## src/rtcb_defines.svh

```systemverilog
`ifndef RTCB_DEFINES_SVH
`define RTCB_DEFINES_SVH
// ****************************************************
// window base and register byte offsets
// ****************************************************
`define RTCB_BASE      32'h4000_2800
`define RTCB_OFS_TIME  10'h000
`define RTCB_OFS_DATE  10'h004
`define RTCB_OFS_CTRL  10'h008
`define RTCB_OFS_STAT  10'h00c
`define RTCB_OFS_SSEC  10'h010
`define RTCB_OFS_ALRM  10'h014
`define RTCB_OFS_SHFT  10'h018
`define RTCB_OFS_CALR  10'h01c
`define RTCB_OFS_TST   10'h020
`define RTCB_OFS_TSD   10'h024
`define RTCB_OFS_BKP0  10'h050
`define RTCB_OFS_BKPE  10'h064
`define RTCB_BKP_NUM   5
// ****************************************************
// field positions
// ****************************************************
`define RTCB_C_FMT12   0
`define RTCB_C_ALEN    1
`define RTCB_C_REFEN   2
`define RTCB_C_REF60   3
`define RTCB_C_TPEN    4
`define RTCB_C_TPLVL   6
`define RTCB_C_TSEN    8
`define RTCB_C_TSTP    9
`define RTCB_C_FILT    10
`define RTCB_C_WAKE    12
`define RTCB_S_ALRM    0
`define RTCB_S_TS      1
`define RTCB_S_TAMP    2
`define RTCB_S_BUSY    4
`define RTCB_S_TSOV    5
`define RTCB_A_MSEC    7
`define RTCB_A_MMIN    15
`define RTCB_A_MHR     23
`define RTCB_A_MDAT    30
`define RTCB_SH_ADVB   31
// ****************************************************
// reset values and timing
// ****************************************************
`define RTCB_CTRL_RST  15'h0000
`define RTCB_DATE_RST  22'h00_0841
`define RTCB_CLK_NS    100
`define RTCB_TICK_NS   10_000_000
`define RTCB_PPM_WIN   1_000_000
`define RTCB_REF50_N   6'd49
`define RTCB_REF60_N   6'd59
`endif

```

## src/rtcb_pkg.sv

```systemverilog
package rtcb_pkg;
   // ****************************************************
   // calendar carriers
   // ****************************************************
   typedef struct packed {
      logic       pm;
      logic [5:0] hour;
      logic [6:0] min;
      logic [6:0] sec;
   } rtcb_time_s;
   typedef struct packed {
      logic [7:0] year;
      logic [2:0] wday;
      logic [4:0] month;
      logic [5:0] date;
   } rtcb_date_s;
   typedef struct packed {
      rtcb_date_s d;
      rtcb_time_s t;
   } rtcb_cal_s;
   typedef enum logic [1:0] {RTCB_SH_IDLE, RTCB_SH_ADV,
                             RTCB_SH_DLY} rtcb_shift_e;
   typedef struct packed {
      logic       s1;
      logic       s2;
      logic       s3;
      logic       lvl;
      logic       chg;
      logic [2:0] cnt;
   } rtcb_pin_s;
   typedef struct packed {
      logic        ack;
      logic [31:0] rdata;
      rtcb_cal_s   cal;
      logic [7:0]  csec;
      logic [23:0] pre;
      logic [14:0] ctrl;
      logic [5:0]  flags;
      logic [31:0] alarm;
      rtcb_shift_e sst;
      logic [14:0] scnt;
      logic [9:0]  ppm;
      logic [19:0] acc;
      rtcb_cal_s   ts;
      logic [5:0]  refc;
      logic        upd;
      logic        wake;
   } rtcb_state_s;
   // bcd increment, wraps hi to lo; bit 8 is the carry
   function automatic logic [8:0] bcd_inc(input logic [7:0] v,
                                          input logic [7:0] hi,
                                          input logic [7:0] lo);
      logic [8:0] res;
      if (v == hi) begin
         res = {1'b1, lo};
      end else if (v[3:0] == 4'h9) begin
         res = {1'b0, v[7:4] + 4'h1, 4'h0};
      end else begin
         res = {1'b0, v[7:4], v[3:0] + 4'h1};
      end
      return res;
   endfunction
endpackage

```

## src/rtcb_pin_filt.sv

```systemverilog
`timescale 1ns/100ps
`include "rtcb_defines.svh"
module rtcb_pin_filt (
   input  wire logic       clock,
   input  wire logic       arst_n,
   input  wire logic       pin,
   input  wire logic [1:0] filt,
   output logic            lvl,
   output logic            chg
);
   rtcb_pkg::rtcb_pin_s r;
   rtcb_pkg::rtcb_pin_s n;
   logic [2:0]          need;

   // synchronise, then accept a level after 2^filt agreeing samples
   always_comb begin
      n = r;
      need = 3'((4'h1 << filt) - 4'h1);
      n.s1 = pin;
      n.s2 = r.s1;
      n.s3 = r.s2;
      n.chg = 1'b0;
      if ((r.s2 == r.s3) && (r.s3 != r.lvl)) begin
         if (r.cnt == need) begin
            n.lvl = r.s3;
            n.chg = 1'b1;
            n.cnt = 3'h0;
         end else begin
            n.cnt = r.cnt + 3'h1;
         end
      end else begin
         n.cnt = 3'h0;
      end
   end

   // state register
   always_ff @(posedge clock or negedge arst_n) begin
      if (!arst_n) begin
         r <= '0;
      end else begin
         r <= n;
      end
   end

   assign lvl = r.lvl;
   assign chg = r.chg;
endmodule // rtcb_pin_filt

```

## src/rtcb_cal_adv.sv

```systemverilog
`timescale 1ns/100ps
module rtcb_cal_adv (
   input  wire rtcb_pkg::rtcb_cal_s cur,
   input  wire logic                fmt12,
   output rtcb_pkg::rtcb_cal_s      nxt
);
   logic [8:0] s;
   logic [8:0] m;
   logic [8:0] h;
   logic [8:0] dt;
   logic [8:0] mo;
   logic [8:0] yr;
   logic       day_c;

   // last date of a month in bcd, leap years of a two-digit year
   function automatic logic [7:0] mlen(input logic [4:0] mon,
                                       input logic [7:0] y);
      logic leap;
      leap = (!y[4] && (y[3:0] == 4'h0 || y[3:0] == 4'h4 ||
                        y[3:0] == 4'h8)) ||
             (y[4] && (y[3:0] == 4'h2 || y[3:0] == 4'h6));
      case (mon)
         5'h02: mlen = leap ? 8'h29 : 8'h28;
         5'h04, 5'h06, 5'h09, 5'h11: mlen = 8'h30;
         default: mlen = 8'h31;
      endcase
   endfunction

   // one second step with carries through to the year
   always_comb begin
      nxt = cur;
      day_c = 1'b0;
      h = '0;
      dt = '0;
      mo = '0;
      yr = '0;
      s = rtcb_pkg::bcd_inc({1'b0, cur.t.sec}, 8'h59, 8'h00);
      m = rtcb_pkg::bcd_inc({1'b0, cur.t.min}, 8'h59, 8'h00);
      nxt.t.sec = s[6:0];
      if (s[8]) begin
         nxt.t.min = m[6:0];
         if (m[8]) begin
            if (fmt12) begin
               if (cur.t.hour == 6'h11) begin
                  nxt.t.hour = 6'h12;
                  nxt.t.pm = ~cur.t.pm;
                  day_c = cur.t.pm;
               end else begin
                  h = rtcb_pkg::bcd_inc({2'b0, cur.t.hour}, 8'h12,
                                        8'h01);
                  nxt.t.hour = h[5:0];
               end
            end else begin
               h = rtcb_pkg::bcd_inc({2'b0, cur.t.hour}, 8'h23,
                                     8'h00);
               nxt.t.hour = h[5:0];
               nxt.t.pm = 1'b0;
               day_c = h[8];
            end
         end
      end
      if (day_c) begin
         nxt.d.wday = (cur.d.wday >= 3'h7) ? 3'h1 : cur.d.wday + 3'h1;
         dt = rtcb_pkg::bcd_inc({2'b0, cur.d.date},
                                mlen(cur.d.month, cur.d.year), 8'h01);
         nxt.d.date = dt[5:0];
         if (dt[8]) begin
            mo = rtcb_pkg::bcd_inc({3'b0, cur.d.month}, 8'h12, 8'h01);
            nxt.d.month = mo[4:0];
            if (mo[8]) begin
               yr = rtcb_pkg::bcd_inc(cur.d.year, 8'h99, 8'h00);
               nxt.d.year = yr[7:0];
            end
         end
      end
   end
endmodule // rtcb_cal_adv

```

## src/rtcb_top.sv

```systemverilog
// The register addresses and the Avalon-MM interface to the registers were decided locally.
`timescale 1ns/100ps
`include "rtcb_defines.svh"
// Notes on behaviour
// - five 32-bit backup words hold twenty bytes of application data.
// - backup words are never cleared by any reset or wake-up.
// - calendar counts hundredths to year, all fields in bcd.
// - hour counts and wraps in 12-hour or 24-hour format.
// - date wraps after 28, 29 on leap years, 30 or 31.
// - programmable alarm whose match raises the wake request.
// - shift write advances or delays by 1 to 32767 clock pulses.
// - signed ppm calibration adds or drops one pulse per million per ppm.
// - two filtered tamper inputs, each can raise the wake request.
// - timestamp captured on the stamp pin or on a tamper event.
// - timestamp event can raise the wake request.
// - optional 50 or 60 Hz reference drives the second tick.
// - registers decoded inside a 1 KB window, base 4000_2800.
module rtcb_top #(
   parameter int unsigned PRE_DIV = `RTCB_TICK_NS / `RTCB_CLK_NS,
   parameter int unsigned PPM_WIN = `RTCB_PPM_WIN
) (
   input  wire logic        clock,
   input  wire logic        arst_n,
   input  wire logic [9:0]  address,
   input  wire logic        read,
   input  wire logic        write,
   input  wire logic [31:0] writedata,
   input  wire logic [3:0]  byteenable,
   output logic [31:0]      readdata,
   output logic             waitrequest,
   input  wire logic [1:0]  tamper_in,
   input  wire logic        stamp_in,
   input  wire logic        ref_in,
   output logic             wake
);
   // ****************************************************
   // declarations
   // ****************************************************
   rtcb_pkg::rtcb_state_s r;
   rtcb_pkg::rtcb_state_s n;
   rtcb_pkg::rtcb_cal_s   cal_inc;
   logic [31:0]           bkp_mem [`RTCB_BKP_NUM];
   logic [3:0]            pins;
   logic [3:0]            plvl;
   logic [3:0]            pchg;
   logic [9:0]            wa;
   logic                  wr_go;
   logic                  bkp_hit;
   logic [2:0]            bidx;
   logic [19:0]           acc_sum;
   logic                  cal_hit;
   logic [2:0]            up;
   logic [2:0]            dn;
   logic [23:0]           pre_sum;
   logic                  hund;
   logic [8:0]            cs;
   logic                  sec_tick;
   logic [1:0]            tevt;
   logic                  ts_evt;
   logic                  ts_cap;
   logic                  al_hit;
   logic [5:0]            fset;
   logic [5:0]            fclr;

   // ****************************************************
   // helper functions
   // ****************************************************
   // byte-lane merge of a write
   function automatic logic [31:0] merge(input logic [31:0] o,
                                         input logic [31:0] w,
                                         input logic [3:0]  be);
      logic [31:0] res;
      res = o;
      for (int k = 0; k < 4; k++) begin
         if (be[k]) begin
            res[8*k +: 8] = w[8*k +: 8];
         end
      end
      return res;
   endfunction

   // time fields to and from a register word
   function automatic logic [31:0] pack_t(input rtcb_pkg::rtcb_time_s t);
      return {9'h0, t.pm, t.hour, 1'b0, t.min, 1'b0, t.sec};
   endfunction

   function automatic rtcb_pkg::rtcb_time_s unpack_t(input logic [31:0] w);
      rtcb_pkg::rtcb_time_s t;
      t.pm = w[22];
      t.hour = w[21:16];
      t.min = w[14:8];
      t.sec = w[6:0];
      return t;
   endfunction

   // date fields to and from a register word
   function automatic logic [31:0] pack_d(input rtcb_pkg::rtcb_date_s d);
      return {8'h0, d.year, d.wday, d.month, 2'b0, d.date};
   endfunction

   function automatic rtcb_pkg::rtcb_date_s unpack_d(input logic [31:0] w);
      rtcb_pkg::rtcb_date_s d;
      d.year = w[23:16];
      d.wday = w[15:13];
      d.month = w[12:8];
      d.date = w[5:0];
      return d;
   endfunction

   // ****************************************************
   // pin conditioning and calendar step
   // ****************************************************
   assign pins = {ref_in, stamp_in, tamper_in};

   // tamper pins use the programmable filter, the others sync only
   for (genvar i = 0; i < 4; i++) begin : g_pin
      rtcb_pin_filt u_filt (
         .clock  (clock),
         .arst_n (arst_n),
         .pin    (pins[i]),
         .filt   ((i < 2) ? r.ctrl[`RTCB_C_FILT +: 2] : 2'b00),
         .lvl    (plvl[i]),
         .chg    (pchg[i])
      );
   end

   rtcb_cal_adv u_adv (
      .cur   (r.cal),
      .fmt12 (r.ctrl[`RTCB_C_FMT12]),
      .nxt   (cal_inc)
   );

   // ****************************************************
   // next-state logic
   // ****************************************************
   always_comb begin
      n = r;
      wa = {address[9:2], 2'b00};
      bkp_hit = (wa >= `RTCB_OFS_BKP0) && (wa < `RTCB_OFS_BKPE);
      bidx = 3'((wa - `RTCB_OFS_BKP0) >> 2);
      wr_go = write && r.ack;

      // bus answer one cycle after the request arrives
      n.ack = (read || write) && !r.ack;
      if (read && !r.ack) begin
         case (wa)
            `RTCB_OFS_TIME: n.rdata = pack_t(r.cal.t);
            `RTCB_OFS_DATE: n.rdata = pack_d(r.cal.d);
            `RTCB_OFS_CTRL: n.rdata = {17'h0, r.ctrl};
            `RTCB_OFS_STAT: begin
               n.rdata = {26'h0, r.flags};
               n.rdata[`RTCB_S_BUSY] = (r.sst != rtcb_pkg::RTCB_SH_IDLE);
            end
            `RTCB_OFS_SSEC: n.rdata = {24'h0, r.csec};
            `RTCB_OFS_ALRM: n.rdata = r.alarm;
            `RTCB_OFS_SHFT: n.rdata = {17'h0, r.scnt};
            `RTCB_OFS_CALR: n.rdata = {22'h0, r.ppm};
            `RTCB_OFS_TST:  n.rdata = pack_t(r.ts.t);
            `RTCB_OFS_TSD:  n.rdata = pack_d(r.ts.d);
            default: n.rdata = bkp_hit ? bkp_mem[bidx] : 32'h0;
         endcase
      end

      // ppm accumulator, one pulse per million per ppm
      acc_sum = r.acc + (r.ppm[9] ? 20'(-r.ppm) : {10'h0, r.ppm});
      cal_hit = (acc_sum >= 20'(PPM_WIN));
      n.acc = cal_hit ? acc_sum - 20'(PPM_WIN) : acc_sum;

      // shift correction stretches or shrinks the pulse count
      up = 3'h1 + {2'b0, r.sst == rtcb_pkg::RTCB_SH_ADV}
                + {2'b0, cal_hit && !r.ppm[9]};
      dn = {2'b0, r.sst == rtcb_pkg::RTCB_SH_DLY}
         + {2'b0, cal_hit && r.ppm[9]};
      pre_sum = r.pre + ((up > dn) ? {21'h0, up - dn} : 24'h0);
      hund = (pre_sum >= 24'(PRE_DIV));
      n.pre = hund ? pre_sum - 24'(PRE_DIV) : pre_sum;
      if (r.sst != rtcb_pkg::RTCB_SH_IDLE) begin
         n.scnt = r.scnt - 15'h1;
         if (r.scnt == 15'h1) begin
            n.sst = rtcb_pkg::RTCB_SH_IDLE;
         end
      end

      // hundredths of a second in bcd
      cs = rtcb_pkg::bcd_inc(r.csec, 8'h99, 8'h00);
      sec_tick = 1'b0;
      if (hund) begin
         n.csec = cs[7:0];
         sec_tick = cs[8] && !r.ctrl[`RTCB_C_REFEN];
      end

      // mains reference as the second source
      if (r.ctrl[`RTCB_C_REFEN] && pchg[3] && plvl[3]) begin
         if (r.refc == (r.ctrl[`RTCB_C_REF60] ? `RTCB_REF60_N
                                              : `RTCB_REF50_N)) begin
            n.refc = 6'h0;
            n.csec = 8'h00;
            n.pre = 24'h0;
            sec_tick = 1'b1;
         end else begin
            n.refc = r.refc + 6'h1;
         end
      end

      // second tick steps the whole calendar
      if (sec_tick) begin
         n.cal = cal_inc;
      end
      n.upd = sec_tick;

      // alarm compare after each calendar update
      al_hit = r.upd && r.ctrl[`RTCB_C_ALEN] &&
               (r.alarm[`RTCB_A_MSEC] || r.alarm[6:0] == r.cal.t.sec) &&
               (r.alarm[`RTCB_A_MMIN] || r.alarm[14:8] == r.cal.t.min) &&
               (r.alarm[`RTCB_A_MHR] || (r.alarm[21:16] == r.cal.t.hour
                  && r.alarm[22] == r.cal.t.pm)) &&
               (r.alarm[`RTCB_A_MDAT] || r.alarm[29:24] == r.cal.d.date);

      // tamper reaches its programmed active level
      for (int k = 0; k < 2; k++) begin
         tevt[k] = pchg[k] && r.ctrl[`RTCB_C_TPEN + k] &&
                   (plvl[k] == r.ctrl[`RTCB_C_TPLVL + k]);
      end

      // stamp pin rising edge or tamper event
      ts_evt = pchg[2] && plvl[2] && r.ctrl[`RTCB_C_TSEN];
      ts_cap = ts_evt || ((|tevt) && r.ctrl[`RTCB_C_TSTP]);
      if (ts_cap) begin
         n.ts = r.cal;
      end

      // sticky flags, a new event wins over a clear
      fset = '0;
      fset[`RTCB_S_ALRM] = al_hit;
      fset[`RTCB_S_TS] = ts_cap;
      fset[`RTCB_S_TAMP +: 2] = tevt;
      fset[`RTCB_S_TSOV] = ts_cap && r.flags[`RTCB_S_TS];
      fclr = '0;
      if (wr_go && wa == `RTCB_OFS_STAT && byteenable[0]) begin
         fclr = writedata[5:0];
         fclr[`RTCB_S_BUSY] = 1'b0;
      end
      n.flags = (r.flags & ~fclr) | fset;

      // register writes, taken when waitrequest is low
      if (wr_go) begin
         case (wa)
            `RTCB_OFS_TIME: begin
               n.cal.t = unpack_t(merge(pack_t(r.cal.t), writedata,
                                        byteenable));
               n.csec = 8'h00;
               n.pre = 24'h0;
            end
            `RTCB_OFS_DATE: begin
               n.cal.d = unpack_d(merge(pack_d(r.cal.d), writedata,
                                        byteenable));
            end
            `RTCB_OFS_CTRL: begin
               n.ctrl = 15'(merge({17'h0, r.ctrl}, writedata,
                                  byteenable));
            end
            `RTCB_OFS_ALRM: begin
               n.alarm = merge(r.alarm, writedata, byteenable);
            end
            `RTCB_OFS_SHFT: begin
               // ignored while busy or for a zero count
               if (r.sst == rtcb_pkg::RTCB_SH_IDLE &&
                   writedata[14:0] != 15'h0) begin
                  n.scnt = writedata[14:0];
                  n.sst = writedata[`RTCB_SH_ADVB] ?
                          rtcb_pkg::RTCB_SH_ADV : rtcb_pkg::RTCB_SH_DLY;
               end
            end
            `RTCB_OFS_CALR: begin
               n.ppm = 10'(merge({22'h0, r.ppm}, writedata, byteenable));
               n.acc = 20'h0;
            end
            default: begin
            end
         endcase
      end

      // wake request from enabled sticky events
      n.wake = (r.ctrl[`RTCB_C_WAKE] && r.flags[`RTCB_S_ALRM]) ||
               (r.ctrl[`RTCB_C_WAKE + 1] && r.flags[`RTCB_S_TS]) ||
               (r.ctrl[`RTCB_C_WAKE + 2] &&
                (|r.flags[`RTCB_S_TAMP +: 2]));
   end

   // ****************************************************
   // state register
   // ****************************************************
   always_ff @(posedge clock or negedge arst_n) begin
      if (!arst_n) begin
         r <= '0;
         r.ctrl <= `RTCB_CTRL_RST;
         r.cal.d <= `RTCB_DATE_RST;
         r.sst <= rtcb_pkg::RTCB_SH_IDLE;
      end else begin
         r <= n;
      end
   end

   // ****************************************************
   // backup words, kept through every reset
   // ****************************************************
   // backup write with byte lanes, no reset term
   always_ff @(posedge clock) begin
      if (wr_go && bkp_hit) begin
         bkp_mem[bidx] <= merge(bkp_mem[bidx], writedata, byteenable);
      end
   end

   // bus and wake outputs
   assign waitrequest = (read || write) && !r.ack;
   assign readdata = r.rdata;
   assign wake = r.wake;
endmodule // rtcb_top

```

## config.mk

```make
export PLATFORM = sky130hd
export DESIGN_NAME = rtcb_top
export DESIGN_NICKNAME = d
export VERILOG_FILES = /design/src/rtcb_pkg.sv /design/src/rtcb_pin_filt.sv /design/src/rtcb_cal_adv.sv /design/src/rtcb_top.sv
export VERILOG_INCLUDE_DIRS = /design/src /design/src/src
export SDC_FILE = /design/constraint.sdc
export NUM_CORES = 1
export LEC_CHECK = 0
export ABC_AREA = 1
export BUFFER_PORTS_ARGS = -buffer_cell sky130_fd_sc_hd__buf_2
export CORE_MARGIN = 2
export CORE_UTILIZATION = 63
export CTS_CLUSTER_SIZE = 40
export DETAILED_ROUTE_END_ITERATION = 7
export PLACE_DENSITY_LB_ADDON = 0.08
export RECOVER_POWER = 100
export SLEW_MARGIN = 20
export SYNTH_ARGS = -nofsm -noshare
export SYNTH_HDL_FRONTEND = slang
export SYNTH_SLANG_ARGS = --single-unit
```

## constraint.sdc

```tcl
create_clock -name clock -period 7.23 [get_ports clock]
set_input_delay 1.0845 -clock clock [delete_from_list [all_inputs] [get_ports clock]]
set_output_delay 1.0845 -clock clock [all_outputs]
set_load 0.05 [all_outputs]
```

==> impl_metrics.ini, run 1 <==
[yosys]
yosys_warnings = 0
yosysUniqueCellTypes = 58
synth_edf_count = 160
netlist.area_leader.share = 0.299
syn_inst = 2790
ys_seq_elements = 450
synth_top_flop_cell = dfrtp_1
yosysTopAreaCell = dfrtp_1
seq_area_frac_synth = 0.503
syn_nets = 2907
avgSynthCellArea_um2 = 8.60
async_reset_ff_frac = 0.644
synth_area_leaders = dfrtp_1 30%, edfxtp_1 20%, nand2_1 9.1%, o21ai_0 5.8%, inv_1 4.7%
synth_area_um2 = 24000

[clocking]
cts_tree = built
cts_sinks = 450
htree_levels = 2
numCtsBuffers = 47
clock_path_buffers = 3
clock_latency_ps = 600
clk_pin_slew_ps = 60
root_buffer = clkbuf_16

[pwr]
p_sw_frac = 0.324
p_per_area_nw_per_um2 = 268
pwr-share-clk = 0.345
p_leak_nw = 11.7
ir_worst_vdd_mv = 0.243
power_frac_seq = 0.420
combPwrFrac = 0.235
power.net_switching_mw = 2.35
internal_power_mw = 4.90

[route]
avgViaCountPerCell = 6.15
route.vias.total = 21100
ant_nets = 0
wl_um = 74700
drcViolationCount = 0
drt_iter0_markers = 2059
wl_per_cell_um = 21.7
dr.pass1.iters = 8

[global_route]
overflow = 0
grtUsageTotal = 0.380
grt_pass1_wl_um = 114000
grt_max_degree = 126
first_global_vias = 20300
antenna_found_initial = 4

[cells_and_area]
area_delta_synth_final_pct = 12.6
drive_gt1_frac = 0.116
nets = 3000
regArea_um2 = 12100
multi_input_area_um2 = 10400
layout_common_cells = 571 x nand2_1, 297 x inv_1, 286 x dfrtp_1
final_area_um2 = 27000
fin_util = 0.719
final_common_cell = nand2_1
fill_cells = 2883

[worst_setup_path]
critPathLaunchType = register
crit_fanout = 6
slowest_delay_ps = 390
endpoint_kind = register
path_common_cell = nand2_4
crit_type = reg2reg
cp_slowest_cell = dfrtp_1
critPathRequiredTime_ps = 7750
crit_arrival_ps = 7400

[timing]
final.setup_skew_ps = 28.1
clock.fmax_ghz = 0.145
finalMaxSlewViolations = 402
worstMarginPinSlew_ps = 4140
setup_viol = 0
relSlewSlack = -1.76
hold_ws_ps = 356
min_period_ps = 6890
final_hold_viol_count = 0
fin_crit_sh = 0.952

[floorplanning]
fp.dieArea_um2 = 39700
fp.dieH_um = 199
fp.coreArea_um2 = 37600
initial_core_util = 0.639
rows = 71
num_io_pins = 88
fp.dieW_um = 199

[hold_path]
hold_class = reg2reg

[placement]
dpl_cell_area_um2 = 25100
gp_congestion = 0.997
place_hpwl_um = 51400
portBuffers = 85

[status]
violations = max-capacitance violations, max-slew violations
status = complete, but fails checks

[job]
drv_cap = 8
[per-layer routing]
metal	vias up	global-route usage	part of all wire
met3	261	0.0603	0.086
met2	1069	0.589	0.46
met1	10100	0.503	0.39
met5	-	0	0.00015
li1	9670	-	-
met4	2	0.237	0.064
[worst max-delay path, delay by kind of cell (launching register included)]
kind,cells,cell delay [ps]
adders and majority gates,7,1680
buffers and inverters,5,650
DFF,1,390
xor gates and xnor gates,3,680
and+or+nand+nor,25,2730
AOI/OAI and AO/OA,4,680
[sequential cells by signal (all words and copies together) (netlist names)]
name	count
bkp_mem	160
g_pin.u_filt.chg	4
g_pin.u_filt.lvl	4
g_pin.u_filt.n	8
g_pin.u_filt.r	16
r	225
readdata	32
wake	1
[power groups by stage]
stage | Combinational (mW) | Sequential (mW) | Clock [mW]
final | 1.70 | 3.04 | 2.50
after floorplan | 1.14 | 3.02 | 0
after detailed placement | 1.55 | 3.08 | 0
after CTS | 1.57 | 3.04 | 2.52
after global routing | 1.90 | 3.06 | 2.62
after global placement | 1.50 | 3.08 | 0
[path summary, 6_finish.rpt]
check                                          start              endpoint  cells after the start  slack, ps
worst max-delay path                           r[71]                r[185]                     44        340
worst min-delay path            g_pin[1].u_filt.n[6]  g_pin[1].u_filt.n[5]                      0        360
worst max register to register                 r[71]                r[185]                     44        340
worst min register to register  g_pin[1].u_filt.n[6]  g_pin[1].u_filt.n[5]                      0        360
max in group asynchronous                     arst_n                 r[56]                      2       2300
min in group asynchronous                     arst_n                r[170]                      1        500
[kinds of logic (layout without fill, tap and decap cells)]
| family | Yosys count | after routing | share of synthesized area |
|---|---|---|---|
| AO/OA/AOI/OAI | 593 | 593 | 0.146 |
| XOR/XNOR | 82 | 82 | 0.0302 |
| adder cells (fa/ha/maj) | 63 | 63 | 0.0338 |
| buffers and inverters | 448 | 580 | 0.0760 |
| flip-flops | 450 | 450 | 0.503 |
| multiplexers | 16 | 16 | 0.00751 |
| other | 1 | 5 | 0.000156 |
| AND/OR/NAND/NOR | 1137 | 1137 | 0.204 |
[cell usage after synthesis (6+ instances only)]
library cell / number
a211oi_1: 7
nor4_1: 9
a21oi_1: 103
o2111ai_1: 9
o21ai_0: 279
edfxtp_1: 160
o21ai_1: 13
o22a_1: 6
clkbuf_1: 88
nor3_1: 36
a221oi_1: 17
nand4_1: 58
nor2_1: 222
a22oi_1: 34
ha_1: 60
or2_2: 15
mux2_2: 16
dfrtp_1: 287
nor2_2: 9
buf_4: 33
xnor2_1: 25
xor2_1: 56
nand2_1: 584
inv_1: 301
o221ai_1: 11
o211ai_1: 19
a31oi_1: 11
o21bai_1: 10
buf_2: 8
o32ai_1: 16
nand3_1: 179
inv_2: 7
o22ai_1: 36
[stage by stage]
step,instances,total power [mW],TNS [ps],setup slack (ps)
CTS,3408,7.12,0,16.9
detailed placement,3320,4.63,-4660,-208
global placement,3319,4.58,0,29.5
global route,3433,7.58,-2810,-154
finish,3437,7.25,0,344
floorplan,2790,4.17,0,725
[layout make-up]
cell class | count | share of cell area
timing repair buffer | 179 | 0.0412
inverter | 313 | 0.0435
multi-input combinational | 1892 | 0.386
clock buffer | 61 | 0.0474
sequential | 450 | 0.446
clock inverter | 27 | 0.0113
antenna | 4 | 0.000370
tap | 511 | 0.0237
[repair_timing]
action | CTS | global route
cloned | 0 | 1
endpoints found under the setup margin | 55 | 71
endpoints found under the hold margin | 0 | 0
resized for setup | 7 | 70
pin swaps | 1 | 37
hold buffers | 0 | 0
buffers inserted | 0 | 21
No activity file was read; power rests on OpenSTA's default activity.
==> inputs of run 2 (changes only) <==
Settings changed: ABC_AREA 1 to not set.
==> run 2 against run 1 <==
  * The run ends with max-capacitance violations, max-slew violations, negative setup slack left
  * Clock power is 2% higher
  * Sequential share of layout area is 2.2 points lower
  * Count of clock-buffer cells in the layout is 5 higher
  * First-iteration DRC count is 11% lower
  * Setup slack worse by 570 ps
  * Critical path depth is 11 lower
  * Non-clock buffer count is 93 higher
  * Utilization is 3.7 points higher
  * Combinational power is 26% lower
  * Sequential cell count stayed put
  * Synthesized cell count is 23% lower
  * Via count is 10% lower
  * Critical path type unchanged
  * Largest power group unchanged
==> impl_metrics.ini, run 2 <==
[status]
status = complete, but fails checks
violations = max-capacitance violations, max-slew violations, negative setup slack

[placement]
portBuffers = 85
dpl_worst_slack_ps = -589
gp_congestion = 0.901
place_hpwl_um = 44600
dpl_cell_area_um2 = 25700

[floorplanning]
fp.dieH_um = 199
fp.dieArea_um2 = 39700
fp.coreArea_um2 = 37600
initial_core_util = 0.639
fp.dieW_um = 199
num_io_pins = 88
rows = 71

[cells_and_area]
area_delta_synth_final_pct = 18.3
final_common_cell = dfrtp_1
layout_common_cells = 287 x dfrtp_1, 167 x nor2_1, 163 x nand2_1
multi_input_area_um2 = 12000
num_antenna_cells = 0
drive_gt1_frac = 0.258
final_area_um2 = 28400
fin_util = 0.756
regMostFlops = r
fill_cells = 2495
largest_reg_flops = 225
regArea_um2 = 12100
nets = 2437

[clocking]
numCtsBuffers = 47
root_buffer = clkbuf_16
cts_tree = built
htree_levels = 2
holdBufCountCts = 0
clk_pin_slew_ps = 60
clock_latency_ps = 590
clock_path_buffers = 3
cts_sinks = 450

[pwr]
p_sw_frac = 0.286
p_leak_nw = 11.6
power.net_switching_mw = 1.92
internal_power_mw = 4.81
power_frac_seq = 0.436
combPwrFrac = 0.186
p_per_area_nw_per_um2 = 237
pwr-share-clk = 0.378
ir_worst_vdd_mv = 0.258

[global_route]
grt_max_degree = 164
antenna_found_initial = 3
grtUsageTotal = 0.350
grt_pass1_wl_um = 105000
first_global_vias = 18700
overflow = 0

[worst_setup_path]
worstSetupStartpoint = r[72]
r2r_end = r[223]
r2r_start = r[72]
r2r_cells = 33
slowest_delay_ps = 460
cp_top_family = compound AO/OA/AOI/OAI gates
endpoint_kind = register
critPathLaunchType = register
crit_fanout = 7
worstSetupEndpoint = r[223]
crit_buf_inv = 5
cp_slowest_cell = fa_2
crit_arrival_ps = 7930
cp.depth = 33
critPathRequiredTime_ps = 7710
r2r_slack_ps = -220
crit_type = reg2reg

[yosys]
avgSynthCellArea_um2 = 11.1
synthTopCellsByCount = 287 x dfrtp_1, 179 x nor2_1, 170 x nand2_1, 160 x edfxtp_1, 152 x mux2_2
yosysMostFrequentCell = dfrtp_1
yosysTopAreaCell = dfrtp_1
ys_seq_elements = 450
synth_area_um2 = 24000
synth_edf_count = 160
synth_area_leaders = dfrtp_1 30%, edfxtp_1 20%, mux2_2 7.1%, mux4_2 3.3%, ha_1 3.1%
syn_nets = 2273
synth_top_flop_cell = dfrtp_1
syn_inst = 2156
yosysUniqueCellTypes = 106
netlist.area_leader.share = 0.299
seq_area_frac_synth = 0.502
yosys_warnings = 0
async_reset_ff_frac = 0.644

[route]
dr.pass1.iters = 6
ant_nets = 0
avgViaCountPerCell = 6.61
wl_per_cell_um = 24.0
drt_iter0_markers = 1829
wl_um = 68800
drcViolationCount = 0
route.vias.total = 19000

[timing]
clock.fmax_ghz = 0.134
relSlewSlack = -1.29
final_hold_viol_count = 0
fin_ws_ps = -223
finalMaxSlewViolations = 590
final.setup_skew_ps = 12.1
rsz0062_at_grt = true
fin_crit_sh = 1.03
worstMarginPinSlew_ps = 3430
setup_viol = 67
min_period_ps = 7450

[job]
drv_cap = 11

[hold_path]
hold_class = reg2reg
==> run 2: cell count changes after synthesis, moves of 37 or more <==
| cell | previous run | this run |
|---|---|---|
| inv_1 | 301 | 51 |
| nand2_1 | 584 | 170 |
| nand3_1 | 179 | 56 |
| o21ai_0 | 279 | 83 |
| mux2_2 | 16 | 152 |
| nor2_1 | 222 | 179 |
| xnor2_1 | 25 | 64 |
| nand4_1 | 58 | 21 |
==> run 2: layout make-up <==
cell class / count / share of cell area
clock inverters: 22 / 0.00995
inverters: 51 / 0.00682
clock buffers: 66 / 0.0478
repair buffers: 272 / 0.0664
multi-input cells: 1498 / 0.422
flip-flops and latches: 450 / 0.424
well taps: 511 / 0.0225
==> run 2: what timing repair did <==
action / CTS / global route
cloned: 2 / 1
setup endpoints to repair: 71 / 71
resized for setup: 57 / 126
pin swaps: 35 / 62
setup buffers: 12 / 30
==> run 2: worst min path at each step <==
stage,end,cells after the start,startpoint
5_1_grt,g_pin[0].u_filt.n[5],0,g_pin[0].u_filt.n[6]
3_3_place_gp,g_pin[2].u_filt.n[5],0,g_pin[2].u_filt.n[6]
4_1_cts,g_pin[0].u_filt.n[5],0,g_pin[0].u_filt.n[6]
6_report,g_pin[0].u_filt.n[5],0,g_pin[0].u_filt.n[6]
3_5_place_dp,g_pin[0].u_filt.n[5],0,g_pin[0].u_filt.n[6]
2_1_floorplan,g_pin[0].u_filt.n[5],0,g_pin[0].u_filt.n[6]
==> run 2: cell families (layout without fill, tap and decap cells) <==
group | after synthesis | count (layout) | share of synthesized area
flip-flops | 450 | 450 | 0.502
AND/OR/NAND/NOR | 649 | 649 | 0.135
other | 1 | 1 | 0.000156
AO/OA/AOI/OAI | 473 | 474 | 0.139
buffers and inverters | 209 | 411 | 0.0398
XOR/XNOR | 104 | 104 | 0.0379
multiplexers | 207 | 207 | 0.112
adder cells (fa/ha/maj) | 63 | 63 | 0.0338
==> run 2: routing by layer <==
metal  vias to the layer above  global-route usage  part of all wire
met5                         -                   0           0.00025
met4                         4               0.155             0.041
met3                       182              0.0765             0.096
met2                       875               0.554              0.47
met1                      9559               0.469              0.39
li1                       8348                   -                 -
==> run 2: power by group through the flow <==
stage / registers (mW) / clock network [mW] / logic [mW]
global placement: 2.96 / 0 / 1.10
finish: 2.94 / 2.55 / 1.25
global route: 2.95 / 2.67 / 1.37
floorplan: 2.90 / 0 / 0.821
CTS: 2.93 / 2.57 / 1.19
detailed placement: 2.97 / 0 / 1.13
==> run 2: metrics by stage <==
step | hold WS, ps | setup TNS (ps) | cells | total power [mW]
floorplan | 331 | -2750 | 2156 | 3.72
global placement | 334 | -23510 | 2738 | 4.07
detailed placement | 341 | -31440 | 2738 | 4.10
CTS | 355 | -3430 | 2840 | 6.69
global route | 359 | -25840 | 2870 | 6.98
finish | 349 | -8020 | 2870 | 6.73
